$ cat src/shared/mfs_consts.svh
// named constants for the manual feed and status flag block
`ifndef MFS_CONSTS_SVH
`define MFS_CONSTS_SVH
// ----------------------------------------------------------------
// flag byte field positions
// ----------------------------------------------------------------
`define MFS_CUT_BIT    6
`define MFS_RAPID_BIT  7
`define MFS_JOG_BIT    2
`define MFS_HW_BIT     1
`define MFS_INC_BIT    0
`define MFS_ZRN_BIT    7
`define MFS_ONE_HOT    8'h01
// ----------------------------------------------------------------
// feed rates in rate units, ramp slope per clock
// ----------------------------------------------------------------
`define MFS_JOG_RATE   8'h40
`define MFS_RAPID_RATE 8'hC8
`define MFS_APPR_RATE  8'h10
`define MFS_RAMP_DEC   8'h01
// ----------------------------------------------------------------
// incremental steps in least input increments
// ----------------------------------------------------------------
`define MFS_STEP_X10   11'h00A
`define MFS_STEP_X100  11'h064
`define MFS_STEP_X1000 11'h3E8
// ----------------------------------------------------------------
// handwheel / single-step amounts in micrometres
// ----------------------------------------------------------------
`define MFS_AMT_1      10'h001
`define MFS_AMT_10     10'h00A
`define MFS_AMT_100    10'h064
`define MFS_AMT_1000   10'h3E8
`define MFS_TICK_DIV   8'h19
`endif

$ cat src/shared/mfs_pkg.sv
// types shared by the manual feed and status flag block
package mfs_pkg;
	// operation method; value n lights flag bit n
	typedef enum logic [2:0] {
		MFS_INC = 3'h0, MFS_HW  = 3'h1, MFS_JOG = 3'h2, MFS_MDI = 3'h3,
		MFS_RMT = 3'h4, MFS_MEM = 3'h5, MFS_EDT = 3'h6, MFS_ZRN = 3'h7
	} mfs_method_type;
	typedef enum logic [1:0] {
		MFS_AX_IDLE = 2'b00, MFS_AX_RUN = 2'b01, MFS_AX_RAMP = 2'b11
	} mfs_ax_st_type;
	// PLC input bytes, bit addressed
	typedef struct packed {
		logic [7:0] plus_direction_select;
		logic [7:0] minus_direction_select;
		logic [7:0] rapid_select_byte;
		logic [7:0] step_amount_select;
		logic [7:0] decel_byte;
	} mfs_panel_type;
	// per-axis reference events from the motion core
	typedef struct packed {
		logic [4:0] manual_done;
		logic [4:0] auto_done;
		logic [4:0] check_done;
		logic [4:0] in_pos;
		logic [4:0] off_ref;
	} mfs_ref_ev_type;
	typedef struct packed {
		mfs_panel_type s2;
		mfs_panel_type s1;
	} mfs_sync_type;
	typedef struct packed {
		mfs_ax_st_type st;
		logic          dir;
		logic [7:0]    rate;
		logic [10:0]   left;
		logic          sel_q;
		logic          rapid_q;
	} mfs_axis_type;
	typedef struct packed {
		logic [7:0] operation_method_flags;
		logic [7:0] cutting_feed_state;
		logic [7:0] ref_return_end_flags;
		logic [9:0] hw_amt;
		logic       rapid_sel;
		logic [7:0] div;
		logic       tick;
	} mfs_top_type;
endpackage : mfs_pkg

$ cat src/rtl/mfs_axis.sv
// one manual feed axis: jog, incremental step, reference approach
`timescale 1ns/10ps
module mfs_axis (
	input  wire logic        i_clk,
	input  wire logic        i_rst,
	input  wire logic        i_tick,
	input  wire logic        i_jog,
	input  wire logic        i_inc,
	input  wire logic        i_zrn,
	input  wire logic        i_plus,
	input  wire logic        i_minus,
	input  wire logic        i_rapid,
	input  wire logic        i_decel,
	input  wire logic        i_ref_dir,
	input  wire logic [10:0] i_step_len,
	output logic             o_run,
	output logic             o_dir,
	output logic [7:0]       o_rate,
	output logic [10:0]      o_left
);
	import mfs_pkg::*;
	`include "mfs_consts.svh"
	mfs_axis_type q;
	mfs_axis_type next_q;
	logic         sel;
	logic [7:0]   tgt;
	// motion state; a step once started runs to its end unless the method leaves incremental
	always_comb begin
		next_q         = q;
		sel            = i_plus | i_minus;
		next_q.sel_q   = sel;
		next_q.rapid_q = i_rapid;
		tgt = i_rapid ? `MFS_RAPID_RATE : `MFS_JOG_RATE;
		if (i_zrn && i_decel) tgt = `MFS_APPR_RATE;
		case (q.st)
			MFS_AX_IDLE: begin
				next_q.rate = '0;
				if ((i_jog || i_zrn) && sel) begin
					next_q.st   = MFS_AX_RUN;
					next_q.dir  = i_zrn ? i_ref_dir : i_plus;
					next_q.rate = tgt;
				end else if (i_inc && sel && !q.sel_q) begin
					next_q.st   = MFS_AX_RUN;
					next_q.dir  = i_plus;
					next_q.left = i_step_len;
					next_q.rate = tgt;
				end
			end
			MFS_AX_RUN: begin
				next_q.rate = tgt;
				if (!i_zrn && (i_rapid != q.rapid_q)) begin
					next_q.st   = MFS_AX_RAMP;
					next_q.rate = q.rate;
				end else if (i_inc) begin
					// select line is not looked at here
					if (i_tick) next_q.left = q.left - 11'h001;
					if (i_tick && q.left <= 11'h001) begin
						next_q.st   = MFS_AX_IDLE;
						next_q.rate = '0;
					end
				end else if (!((i_jog || i_zrn) && sel)) begin
					next_q.st   = MFS_AX_IDLE;
					next_q.rate = '0;
				end
			end
			MFS_AX_RAMP: begin
				// select may stay held through the ramp
				if (q.rate > `MFS_RAMP_DEC) begin
					next_q.rate = q.rate - `MFS_RAMP_DEC;
				end else begin
					next_q.rate = '0;
					if ((i_inc && q.left != '0) || (i_jog && sel))
						next_q.st = MFS_AX_RUN;
					else
						next_q.st = MFS_AX_IDLE;
				end
			end
			default: next_q.st = MFS_AX_IDLE;
		endcase
	end
	always_ff @(posedge i_clk) begin
		if (i_rst) q <= '0;
		else       q <= next_q;
	end
	// state bit 0 is high in run and ramp, so run is a bare flop
	assign o_run  = q.st[0];
	assign o_dir  = q.dir;
	assign o_rate = q.rate;
	assign o_left = q.left;
endmodule : mfs_axis

$ cat src/rtl/mfs_manual_feed.sv
// manual feed and status flag logic, top level
`timescale 1ns/10ps
// constants are needed by the parameter default, ahead of the header
`include "mfs_consts.svh"

// Operation
// - method reported one-hot in flag byte
// - cutting flag set during automatic cutting feed
// - cutting flag low while feed in dwell
// - cutting flag stays on at interlock, zero feedrate
// - per-axis plus and minus select bits
// - jog moves axis while select held
// - incremental moves one step per press
// - started step finishes after select drops
// - step is increment times ten, hundred, thousand
// - rapid select gives rapid rate, rapid override
// - rapid change ramps feedrate to zero, except in reference return
// - two-bit handwheel and single-step amount decode
// - reference return direction from axis parameter
// - end flag set after manual return in-position
// - end flag set after automatic return
// - end flag set after return check
// - end flag cleared off position, stop, alarm
// - decel input slows reference approach
module mfs_manual_feed #(
	parameter logic [7:0] TICK_DIV = `MFS_TICK_DIV
) (
	input  wire logic                   i_clk,
	input  wire logic                   i_rst,
	input  wire mfs_pkg::mfs_method_type i_method,
	input  wire logic [5:0]             i_feed_kind,
	input  wire logic                   i_dwell,
	input  wire logic                   i_interlock,
	input  wire mfs_pkg::mfs_panel_type  i_panel,
	input  wire mfs_pkg::mfs_ref_ev_type i_ref_ev,
	input  wire logic [4:0]             i_ref_dir,
	input  wire logic                   i_estop,
	input  wire logic                   i_servo_alarm,
	output logic [7:0]                  o_method_flags,
	output logic [7:0]                  o_cut_state,
	output logic [7:0]                  o_ref_end,
	output logic [9:0]                  o_hw_amount,
	output logic                        o_rapid_ovr_sel,
	output logic [3:0]                  o_axis_run,
	output logic [3:0]                  o_axis_dir,
	output logic [31:0]                 o_axis_rate
);
	import mfs_pkg::*;

	// ----------------------------------------------------------------
	// declarations
	// ----------------------------------------------------------------
	mfs_top_type       q;
	mfs_top_type       next_q;
	mfs_panel_type     pan;
	logic [10:0]       step_len;
	logic [3:0][10:0]  left_w;
	logic [4:0]        ref_set;
	logic [4:0]        ref_clr;

	// ----------------------------------------------------------------
	// input synchroniser
	// ----------------------------------------------------------------
	// PLC bytes are scanned asynchronously to this clock
	mfs_sync u_sync (
		.i_clk (i_clk),
		.i_rst (i_rst),
		.i_d   (i_panel),
		.o_q   (pan)
	);

	// ----------------------------------------------------------------
	// step length select
	// ----------------------------------------------------------------
	// lowest set bit wins; nothing set falls back to x10
	always_comb begin
		step_len = `MFS_STEP_X10;
		if (pan.step_amount_select[0])
			step_len = `MFS_STEP_X10;
		else if (pan.step_amount_select[1])
			step_len = `MFS_STEP_X100;
		else if (pan.step_amount_select[2])
			step_len = `MFS_STEP_X1000;
	end

	// ----------------------------------------------------------------
	// reference end flag terms
	// ----------------------------------------------------------------
	// clear beats set: a stop must never leave a stale end flag
	assign ref_set = (i_ref_ev.manual_done | i_ref_ev.auto_done
		| i_ref_ev.check_done) & i_ref_ev.in_pos;
	assign ref_clr = i_ref_ev.off_ref
		| {5{i_estop | i_servo_alarm}};

	// ----------------------------------------------------------------
	// status state, next value
	// ----------------------------------------------------------------
	always_comb begin
		next_q = q;
		// all flag bytes come from one register edge
		next_q.operation_method_flags =
			`MFS_ONE_HOT << i_method;
		next_q.cutting_feed_state = '0;
		// interlock and zero feedrate do not drop the flag
		next_q.cutting_feed_state[`MFS_CUT_BIT] =
			(|i_feed_kind) & ~i_dwell;
		next_q.ref_return_end_flags[4:0] =
			(q.ref_return_end_flags[4:0] | ref_set)
			& ~ref_clr;
		next_q.ref_return_end_flags[7:5] = '0;
		next_q.rapid_sel =
			pan.rapid_select_byte[`MFS_RAPID_BIT];
		// handwheel and single-step amount decode
		case (pan.step_amount_select[5:4])
			2'b00:   next_q.hw_amt = `MFS_AMT_1;
			2'b01:   next_q.hw_amt = `MFS_AMT_10;
			2'b10:   next_q.hw_amt = `MFS_AMT_100;
			2'b11:   next_q.hw_amt =
				q.operation_method_flags[`MFS_HW_BIT]
				? `MFS_AMT_100 : `MFS_AMT_1000;
			default: next_q.hw_amt = `MFS_AMT_1;
		endcase
		// distance tick divider for incremental steps
		next_q.tick = 1'b0;
		if (q.div >= TICK_DIV - 8'h01) begin
			next_q.div  = '0;
			next_q.tick = 1'b1;
		end else begin
			next_q.div = q.div + 8'h01;
		end
	end

	// ----------------------------------------------------------------
	// status state register
	// ----------------------------------------------------------------
	always_ff @(posedge i_clk) begin
		if (i_rst) q <= '0;
		else       q <= next_q;
	end

	assign o_method_flags  = q.operation_method_flags;
	assign o_cut_state     = q.cutting_feed_state;
	assign o_ref_end       = q.ref_return_end_flags;
	assign o_hw_amount     = q.hw_amt;
	assign o_rapid_ovr_sel = q.rapid_sel;

	// ----------------------------------------------------------------
	// axis engines
	// ----------------------------------------------------------------
	// modes come from the reported flags so motion matches them
	for (genvar a = 0; a < 4; a++) begin : g_axis
		mfs_axis u_axis (
			.i_clk      (i_clk),
			.i_rst      (i_rst),
			.i_tick     (q.tick),
			.i_jog      (q.operation_method_flags[`MFS_JOG_BIT]),
			.i_inc      (q.operation_method_flags[`MFS_INC_BIT]),
			.i_zrn      (q.operation_method_flags[`MFS_ZRN_BIT]),
			.i_plus     (pan.plus_direction_select[a]),
			.i_minus    (pan.minus_direction_select[a]),
			.i_rapid    (pan.rapid_select_byte[`MFS_RAPID_BIT]),
			.i_decel    (pan.decel_byte[a]),
			.i_ref_dir  (i_ref_dir[a]),
			.i_step_len (step_len),
			.o_run      (o_axis_run[a]),
			.o_dir      (o_axis_dir[a]),
			.o_rate     (o_axis_rate[a*8 +: 8]),
			.o_left     (left_w[a])
		);
	end
endmodule : mfs_manual_feed

$ cat src/rtl/mfs_sync.sv
// two-stage synchroniser for the PLC input bytes
`timescale 1ns/10ps
module mfs_sync (
	input  wire logic                  i_clk,
	input  wire logic                  i_rst,
	input  wire mfs_pkg::mfs_panel_type i_d,
	output mfs_pkg::mfs_panel_type     o_q
);
	import mfs_pkg::*;
	mfs_sync_type q;
	mfs_sync_type next_q;
	// first stage feeds only the second stage
	always_comb begin
		next_q    = q;
		next_q.s1 = i_d;
		next_q.s2 = q.s1;
	end
	always_ff @(posedge i_clk) begin
		if (i_rst) q <= '0;
		else       q <= next_q;
	end
	assign o_q = q.s2;
endmodule : mfs_sync

$ cat config.mk
export PLATFORM = sky130hd
export DESIGN_NAME = mfs_manual_feed
export DESIGN_NICKNAME = d
export VERILOG_FILES = /design/src/shared/mfs_pkg.sv /design/src/rtl/mfs_axis.sv /design/src/rtl/mfs_manual_feed.sv /design/src/rtl/mfs_sync.sv
export VERILOG_INCLUDE_DIRS = /design/src /design/src/shared
export SDC_FILE = /design/constraint.sdc
export NUM_CORES = 1
export LEC_CHECK = 0
export BUFFER_PORTS_ARGS = -buffer_cell sky130_fd_sc_hd__buf_2
export CAP_MARGIN = 20
export CORE_MARGIN = 4
export CORE_UTILIZATION = 51
export CTS_CLUSTER_DIAMETER = 200
export DETAILED_ROUTE_END_ITERATION = 12
export PLACE_DENSITY = 0.85
export SKIP_CTS_REPAIR_TIMING = 1
export SYNTH_ARGS = -nofsm -noshare
export SYNTH_HDL_FRONTEND = slang
export SYNTH_HIERARCHICAL = 1
export SYNTH_SLANG_ARGS = --single-unit
$ cat constraint.sdc
create_clock -name i_clk -period 1.8 [get_ports i_clk]
set_clock_uncertainty 0.05 [all_clocks]
set_input_delay 0.27 -clock i_clk [delete_from_list [all_inputs] [get_ports i_clk]]
set_output_delay 0.27 -clock i_clk [all_outputs]
set_load 0.005 [all_outputs]
==> impl_metrics.ini, run 1 <==
[status]
status = finished with violations
violations = setup timing

[final_layout]
diodes = 0
nFillCells = 1162
multiInputGateArea_um2 = 5410
area_growth_pct = 32.9
ff_latch_area_um2 = 3270
final_design_area_no_fill_um2 = 11800
drive_gt1_share_pct = 36.5
fin_nets = 1411

[global_route]
grtUsageTotal_pct = 23.1
grt_overflow_total = 0
grt_pass1_wl_um = 38200
grt_max_degree = 46
grt_pass1_vias = 8239
antenna_found_initial = 0

[clock_network]
cts_root_buf = clkbuf_16
cts_num_sinks = 162
worstSkewPairLatency_ps = 430
clk_transition_reported_paths_ps = 60
numCtsBuffers = 17
cts_tree = yes
cts_max_level = 4
clk_path_buf_depth = 2

[setup_path]
critPathMaxFanout = 4
crit_path_end = g_axis[1].u_axis/o_rate[7]$_SDFFE_PP0P_
worstReg2RegStart = g_axis[1].u_axis/o_rate[6]$_SDFFE_PP0P_
startpoint = g_axis[1].u_axis/o_rate[6]$_SDFFE_PP0P_
critPathCaptureType = flop
crit_type = flop to flop
crit_required_ps = 2060
cp_data_arrival_time_ps = 2170
critPathLaunchType = flop
r2r_end = g_axis[1].u_axis/o_rate[7]$_SDFFE_PP0P_
rr_worst_depth = 6
rrSetupSlack_ps = -110

[run]
cap_viol_max_count = 0

[drt]
via_per_inst = 5.99
firstDrtPassIters = 8
wirelength_um = 27500
final_antenna_net_count = 0
routedWlPerCell_um = 17.8
vias = 9223
drt_iter0_drc = 1108
route.detailed.drc = 0

[power_and_ir_drop]
p_seq_share_pct = 46.3
switchingPower_mw = 2.01
internal-power_mw = 6.01
switching_share_pct = 25.1
vdd_drop_max_mv = 0.707
power_frac_comb_pct = 9.2
p_leak_nw = 4.95
p_clk_share_pct = 44.6
cellPowerDensity_nw_per_um2 = 680
total_power_mw = 8.02

[yosys]
ys_warn_count = 6
postSynthCellCount = 1070
syn_area_um2 = 8880
synth.avg_cell_area_um2 = 8.30

[floorplan]
io_pins = 160
die_w_um = 140
rows = 47
initial_core_util_pct = 52.8
coreArea_um2 = 16800
die-area_um2 = 19600
fp.dieH_um = 140

[timing]
rsz0062_at_grt = true
fmax_ghz = 0.523
min_period_over_period_pct = 106
setup_slack_ps = -112
period_minus_slack_ps = 1910
finalSetupViolations = 13
worst_pin_slew_ps = 558
slew_headroom_pct = 62.6
finalHoldViolCount = 0
drv_slew = 0

[placed_design]
io_buffers = 124
placed_cell_area_um2 = 10300
gp_congestion = 0.939
dp_hpwl_um = 16600

[min_path]
min_path_type = input pin to flop
-- metrics by stage --
step                std cells  worst slack (ps)  hold WS [ps]  utilization (%)  setup TNS, ps
floorplan                1095              6.26           286                -              0
global placement         1481             -64.7           356             61.4          -84.7
detailed placement       1481              -111           362             61.4           -487
CTS                      1513              -137         -72.8             64.8          -1210
global route             1541              -152          3.04             70.2          -2680
finish                   1541              -112          4.17             70.2           -668
-- per-layer routing --
metal  vias to the layer above  GRT usage [%]  share of wire (%)
li1                       4228              -                  -
met1                      4325           27.4                 38
met2                       527           40.8                 50
met3                       143           5.62                7.8
met4                         0           7.80                4.3
met5                         -              0                  0
-- worst max-delay path: stages, from the launching register on --
cell and delay (ps):
dfxtp_2 320, or4_4 570, buf_4 160, and2b_2 250, a211oi_1 80, o22ai_1 250
a211oi_2 110
-- how the worst min path moves through the flow --
stage                                          from                                 endpoint  slack [ps]  depth (start not counted)
after floorplan                               i_rst  g_axis[3].u_axis/o_rate[7]$_SDFFE_PP0P_         290                          1
after global placement    u_sync/o_q[12]$_SDFF_PP0_                o_hw_amount[0]$_SDFF_PP0_         360                          1
after detailed placement  u_sync/o_q[12]$_SDFF_PP0_                o_hw_amount[0]$_SDFF_PP0_         360                          1
after CTS                                   i_dwell                o_cut_state[6]$_SDFF_PP0_         -70                          2
after global routing                     i_panel[2]             u_sync/next_q[42]$_SDFF_PP0_           3                          2
final                                    i_panel[2]             u_sync/next_q[42]$_SDFF_PP0_           4                          2
-- placed cells by master (no fill, tap or decap), drive strengths merged, types with 9 or more instances in the layout --
cell / count
nor2: 127
nor3: 48
o21ai: 60
a21oi: 83
nor2b: 56
dfxtp: 162
a221oi: 9
o31ai: 10
a211oi: 22
inv: 38
buf: 294
a22o: 9
or3: 10
xnor2: 11
nand2: 82
xor2: 12
nand3: 29
nor4: 14
o22ai: 14
dlygate4sd3: 15
ha: 18
a32o: 15
nand2b: 13
a21o: 10
clkbuf: 20
conb: 26
-- state kept, by name, indices dropped and copies added, names as in the netlist --
| name | flops |
|---|---|
| u_sync/next_q | 18 |
| o_ref_end | 5 |
| o_rapid_ovr_sel | 1 |
| g_axis.u_axis/o_left | 44 |
| g_axis.u_axis/o_rate | 32 |
| g_axis.u_axis/q | 12 |
| o_hw_amount | 6 |
| u_sync/o_q | 18 |
| o_cut_state | 1 |
| o_method_flags | 8 |
| q | 9 |
| g_axis.u_axis/o_dir | 4 |
| g_axis.u_axis/o_run | 4 |
-- power groups by stage --
stage	Clock (mW)	Sequential, mW	Combinational, mW
after global placement	0	3.78	0.599
after global routing	3.79	3.71	0.787
after CTS	3.61	3.71	0.624
after detailed placement	0	3.79	0.617
after floorplan	0	3.78	0.380
final	3.58	3.71	0.736
-- area by class of cell --
class / count / area share, %
Clock buffer: 20 / 3.87
Clock inverter: 12 / 1.05
Inverter: 33 / 1.05
Multi-Input combinational cell: 785 / 45.9
Sequential cell: 162 / 27.7
Tap cell: 220 / 2.33
Timing Repair Buffer: 309 / 18.2
(Power assumes the default switching activity.)
==> inputs of run 2 (changes only) <==
Settings changed: CORE_UTILIZATION 51 to 52, PLACE_DENSITY 0.85 to 0.86.
==> run 2 against run 1 <==
- the flow finishes with violations (hold timing, setup timing)
- cell count down 0.84%
- first-iteration DRC count is 1.4% higher
- maximum frequency shrank 2.6%
- utilization down 0.63 points
- highest routed layer unchanged
- largest power group is now clock
- setup slack worse by 51 ps
- clock power up 5.6%
- hold slack worse by 6.0 ps
==> impl_metrics.ini, run 2 (synthesized netlist as in run 1, its figures left out) <==
[drt]
final_antenna_net_count = 0
route.detailed.drc = 0
firstDrtPassIters = 6
drt_iter0_drc = 1123
routedWlPerCell_um = 18.4
vias = 9273
wirelength_um = 28100
via_per_inst = 6.07

[timing]
rsz0062_at_grt = true
finalHoldViolCount = 2
holdWs_ps = -1.80
drv_slew = 0
slew_headroom_pct = 56.1
setup_slack_ps = -163
fin_setup_tns_ps = -1330
fmax_ghz = 0.509
min_period_over_period_pct = 109
worst_pin_slew_ps = 653
finalSetupViolations = 20
period_minus_slack_ps = 1960

[global_route]
grt_overflow_total = 0
grtUsageTotal_pct = 23.0
antenna_found_initial = 1
grt_max_degree = 54
grt_pass1_vias = 8142
grt_pass1_wl_um = 37900

[placed_design]
place_inst = 1475
io_buffers = 124
dp_hpwl_um = 16200
gp_congestion = 0.939

[status]
status = finished with violations
violations = hold timing, setup timing

[setup_path]
crit_type = flop to flop
critPathMaxFanout = 13
cp_data_arrival_time_ps = 2220
critPathLaunchType = flop
crit_required_ps = 2060
critPathCaptureType = flop

[clock_network]
cts_root_buf = clkbuf_16
worstSkewPairLatency_ps = 440
clk_transition_reported_paths_ps = 60
cts_max_level = 4
numCtsBuffers = 17
cts_num_sinks = 162
cts_tree = yes
clk_path_buf_depth = 2

[run]
cap_viol_max_count = 0

[final_layout]
largest_reg_flops = 44
final_cell_mix = buf_4 (150), dfxtp_1 (150), nor2_1 (124), buf_2 (123), nand2_1 (82)
drive_gt1_share_pct = 34.4
fin_nets = 1397
final_core_util_pct = 69.5
fin_cells = 1528
area_growth_pct = 30.3

[floorplan]
io_pins = 160
die-area_um2 = 19200
die_w_um = 139
initial_core_util_pct = 53.4
rows = 47
coreArea_um2 = 16600
fp.dieH_um = 139

[min_path]
min_path_type = input pin to flop

[power_and_ir_drop]
cellPowerDensity_nw_per_um2 = 709
vdd_drop_max_mv = 0.716
p_leak_nw = 4.88
[run 2: changes by cell type in the layout (fill, tap and decap cells not counted), sizes merged, moves of 2 or more]
| cell | change |
|---|---|
| dlygate4sd3 | -6 |
| bufinv | +2 |
| clkinv | +2 |
| inv | -2 |
| clkbuf | -3 |
| buf | -7 |
[run 2: routing by layer]
metal	GRT usage, %	vias up	wire, µm
met5	0	-	0
met4	8.03	0	1530
met3	4.93	154	2130
met2	40.4	580	13900
met1	28.0	4337	10600
li1	-	4202	-
[run 2: power breakdown]
| part | switching (mW) | internal (mW) | leakage, nW |
|---|---|---|---|
| logic | 0.394 | 0.323 | 3.26 |
| registers | 0.0538 | 3.66 | 1.32 |
| clock network | 1.58 | 2.20 | 0.297 |
| total | 2.03 | 6.18 | 4.88 |
[run 2: worst paths after layout]
check | from | endpoint | slack [ps] | cells after the start
min | i_panel[24] | u_sync/next_q[64]$_SDFF_PP0_ | -2 | 2
min reg2reg | u_sync/next_q[73]$_SDFF_PP0_ | u_sync/o_q[33]$_SDFF_PP0_ | 390 | 1
max reg2reg | o_method_flags[0]$_SDFF_PP0_ | g_axis[2].u_axis/o_rate[6]$_SDFFE_PP0P_ | -160 | 5
max | o_method_flags[0]$_SDFF_PP0_ | g_axis[2].u_axis/o_rate[6]$_SDFFE_PP0P_ | -160 | 5
[run 2: cell type report]
class                   instances  area [µm²]
clock inverters                15         183
flip-flops and latches        162        3260
inverters                      33         124
diodes                          1        2.50
repair buffers                296        2030
well taps                     220         275
clock buffers                  17         425
multi-input cells             784        5270
fillers                      1158        5070
[run 2: through the flow]
step | hold WS (ps) | setup WS (ps) | instance area [µm²] | power (mW)
after floorplan | 286 | 6.26 | 8990 | 4.16
after CTS | -64.6 | -204 | 10900 | 8.10
after global placement | 361 | -88.0 | 10300 | 4.37
final | -1.80 | -163 | 11600 | 8.21
after global routing | 0.0119 | -198 | 11600 | 8.45
after detailed placement | 374 | -162 | 10300 | 4.39
[run 2: worst max-delay path, cell delays in order, from the launching register on]
cell	delay, ps
dfxtp_4	410
nor2b_2	220
o31ai_1	550
a2bb2oi_2	340
o221a_4	230
nor3_1	40
==> inputs of run 3 (changes only) <==
Settings changed: CORE_UTILIZATION 52 to 46, PLACE_DENSITY 0.86 to 0.78.
==> run 3 against run 2 <==
- count of clock-buffer cells in the layout rose by 2
- register-to-register slack improved by 70 ps
- the run still ends with hold timing, setup timing left
- hold slack got worse by 0.74 ps
- first-iteration DRC count fell by 46%
- sequential share of layout area fell by 0.24 points
- critical endpoint is now g_axis[2].u_axis/o_rate[4]$_SDFFE_PP0P_
- flip-flop and latch count did not move
- critical path depth rose by 2
- routed wire length fell by 12%
- non-clock buffer count rose by 10
- maximum frequency rose by 3.5%
==> impl_metrics.ini, run 3 (synthesized netlist as in run 1, its figures left out) <==
[power_and_ir_drop]
cellPowerDensity_nw_per_um2 = 678
power_frac_comb_pct = 8.8
p_clk_share_pct = 44.2
switchingPower_mw = 2.06
p_leak_nw = 4.92
internal-power_mw = 5.84
switching_share_pct = 26.1
p_seq_share_pct = 47.0
vdd_drop_max_mv = 0.709

[setup_path]
critPathCaptureType = flop
crit_top_cell = buf_4
critPathMaxFanout = 10
worstReg2RegStart = o_method_flags[0]$_SDFF_PP0_
startpoint = o_method_flags[0]$_SDFF_PP0_
cp.depth = 7
r2r_end = g_axis[2].u_axis/o_rate[4]$_SDFFE_PP0P_
crit_required_ps = 2060
critPathLaunchType = flop
cp_data_arrival_time_ps = 2160
critPathTopFamily = compound AO/OA/AOI/OAI gates
crit_type = flop to flop
crit_slowest_cell = o31ai_1
crit_path_end = g_axis[2].u_axis/o_rate[4]$_SDFFE_PP0P_
path_buf_inv = 2
rrSetupSlack_ps = -100
rr_worst_depth = 7
crit_chain = buf_4, nor2b_2, o31ai_1, a2bb2oi_1, buf_4, o221a_4, nor3_1
slowest_delay_ps = 380

[run]
cap_viol_max_count = 0

[timing]
worst_pin_slew_ps = 593
min_period_over_period_pct = 105
finalHoldViolCount = 3
finalSetupViolations = 14
holdWs_ps = -2.54
period_minus_slack_ps = 1900
setup_slack_ps = -96.4
drv_slew = 0
fmax_ghz = 0.527
rsz0062_at_grt = true
slew_headroom_pct = 60.4

[drt]
drt_iter0_drc = 605
firstDrtPassIters = 6
routedWlPerCell_um = 15.6
vias = 8657
wirelength_um = 24600
route.detailed.drc = 0
via_per_inst = 5.50
final_antenna_net_count = 0

[final_layout]
fin_nets = 1405
final_core_util_pct = 61.9
final_cell_mix = buf_4 (161), dfxtp_1 (151), nor2_1 (123), buf_2 (123), nand2_1 (82)
area_growth_pct = 31.2
final_design_area_no_fill_um2 = 11700
diodes = 0
fin_cells = 1575
drive_gt1_share_pct = 35.3
mostFrequentLayoutCell = buf_4
largest_reg_flops = 44

[floorplan]
initial_core_util_pct = 47.2
io_pins = 160
rows = 50
die-area_um2 = 21600
coreArea_um2 = 18800
die_w_um = 147
fp.dieH_um = 147

[placed_design]
io_buffers = 124
placed_cell_area_um2 = 10400
gp_congestion = 0.910
dp_hpwl_um = 16000
place_inst = 1521
dp_worst_setup_slack_ps = -104

[global_route]
grt_pass1_wl_um = 37600
antenna_found_initial = 0
grt_max_degree = 58
grtUsageTotal_pct = 20.6
grt_pass1_vias = 7915
grt_overflow_total = 0

[clock_network]
cts_tree = yes
worstSkewPairLatency_ps = 430
cts_num_sinks = 162
cts_root_buf = clkbuf_16
cts_max_level = 4
clk_transition_reported_paths_ps = 70
numCtsBuffers = 17
clk_path_buf_depth = 2

[status]
status = finished with violations
violations = hold timing, setup timing

[min_path]
min_path_type = input pin to flop
## run 3: worst min-delay path by stage
stage                                                          to  cells after the start  slack, ps                          from
final                                u_sync/next_q[66]$_SDFF_PP0_                      2         -3                   i_panel[26]
after CTS                               o_cut_state[6]$_SDFF_PP0_                      2        -70                       i_dwell
after global routing                 u_sync/next_q[40]$_SDFF_PP0_                      2         -1                    i_panel[0]
after global placement                  o_hw_amount[0]$_SDFF_PP0_                      1        360     u_sync/o_q[12]$_SDFF_PP0_
after detailed placement                 u_sync/o_q[0]$_SDFF_PP0_                      1        370  u_sync/next_q[40]$_SDFF_PP0_
after floorplan           g_axis[3].u_axis/o_rate[7]$_SDFFE_PP0P_                      1        290                         i_rst
## run 3: area by class of cell
type	instances	area [µm²]
clock buffer	19	443
clock inverter	13	119
fill	1526	7170
inverter	33	124
multi-input combinational	782	5280
sequential	162	3260
tap	260	325
timing repair buffer	306	2110
## run 3: per-layer routing
layer	GRT usage, %	up-vias	part of all wire (%)
met5	0	-	0
met3	3.67	69	5.4
li1	-	4209	-
met4	6.52	0	2.3
met2	35.5	284	49
met1	26.1	4095	43
## run 3: power by group through the flow
stage               Sequential, mW  Combinational, mW  Clock, mW
finish                        3.71              0.697       3.49
global route                  3.71              0.757       3.69
CTS                           3.71              0.618       3.55
detailed placement            3.79              0.612          0
global placement              3.79              0.599          0
floorplan                     3.78              0.380          0
## run 3: through the flow
| stage | total power [mW] | TNS, ps |
|---|---|---|
| detailed placement | 4.40 | -1010 |
| global route | 8.16 | -2030 |
| finish | 7.90 | -513 |
| floorplan | 4.16 | 0 |
| global placement | 4.39 | -381 |
| CTS | 7.87 | -2370 |
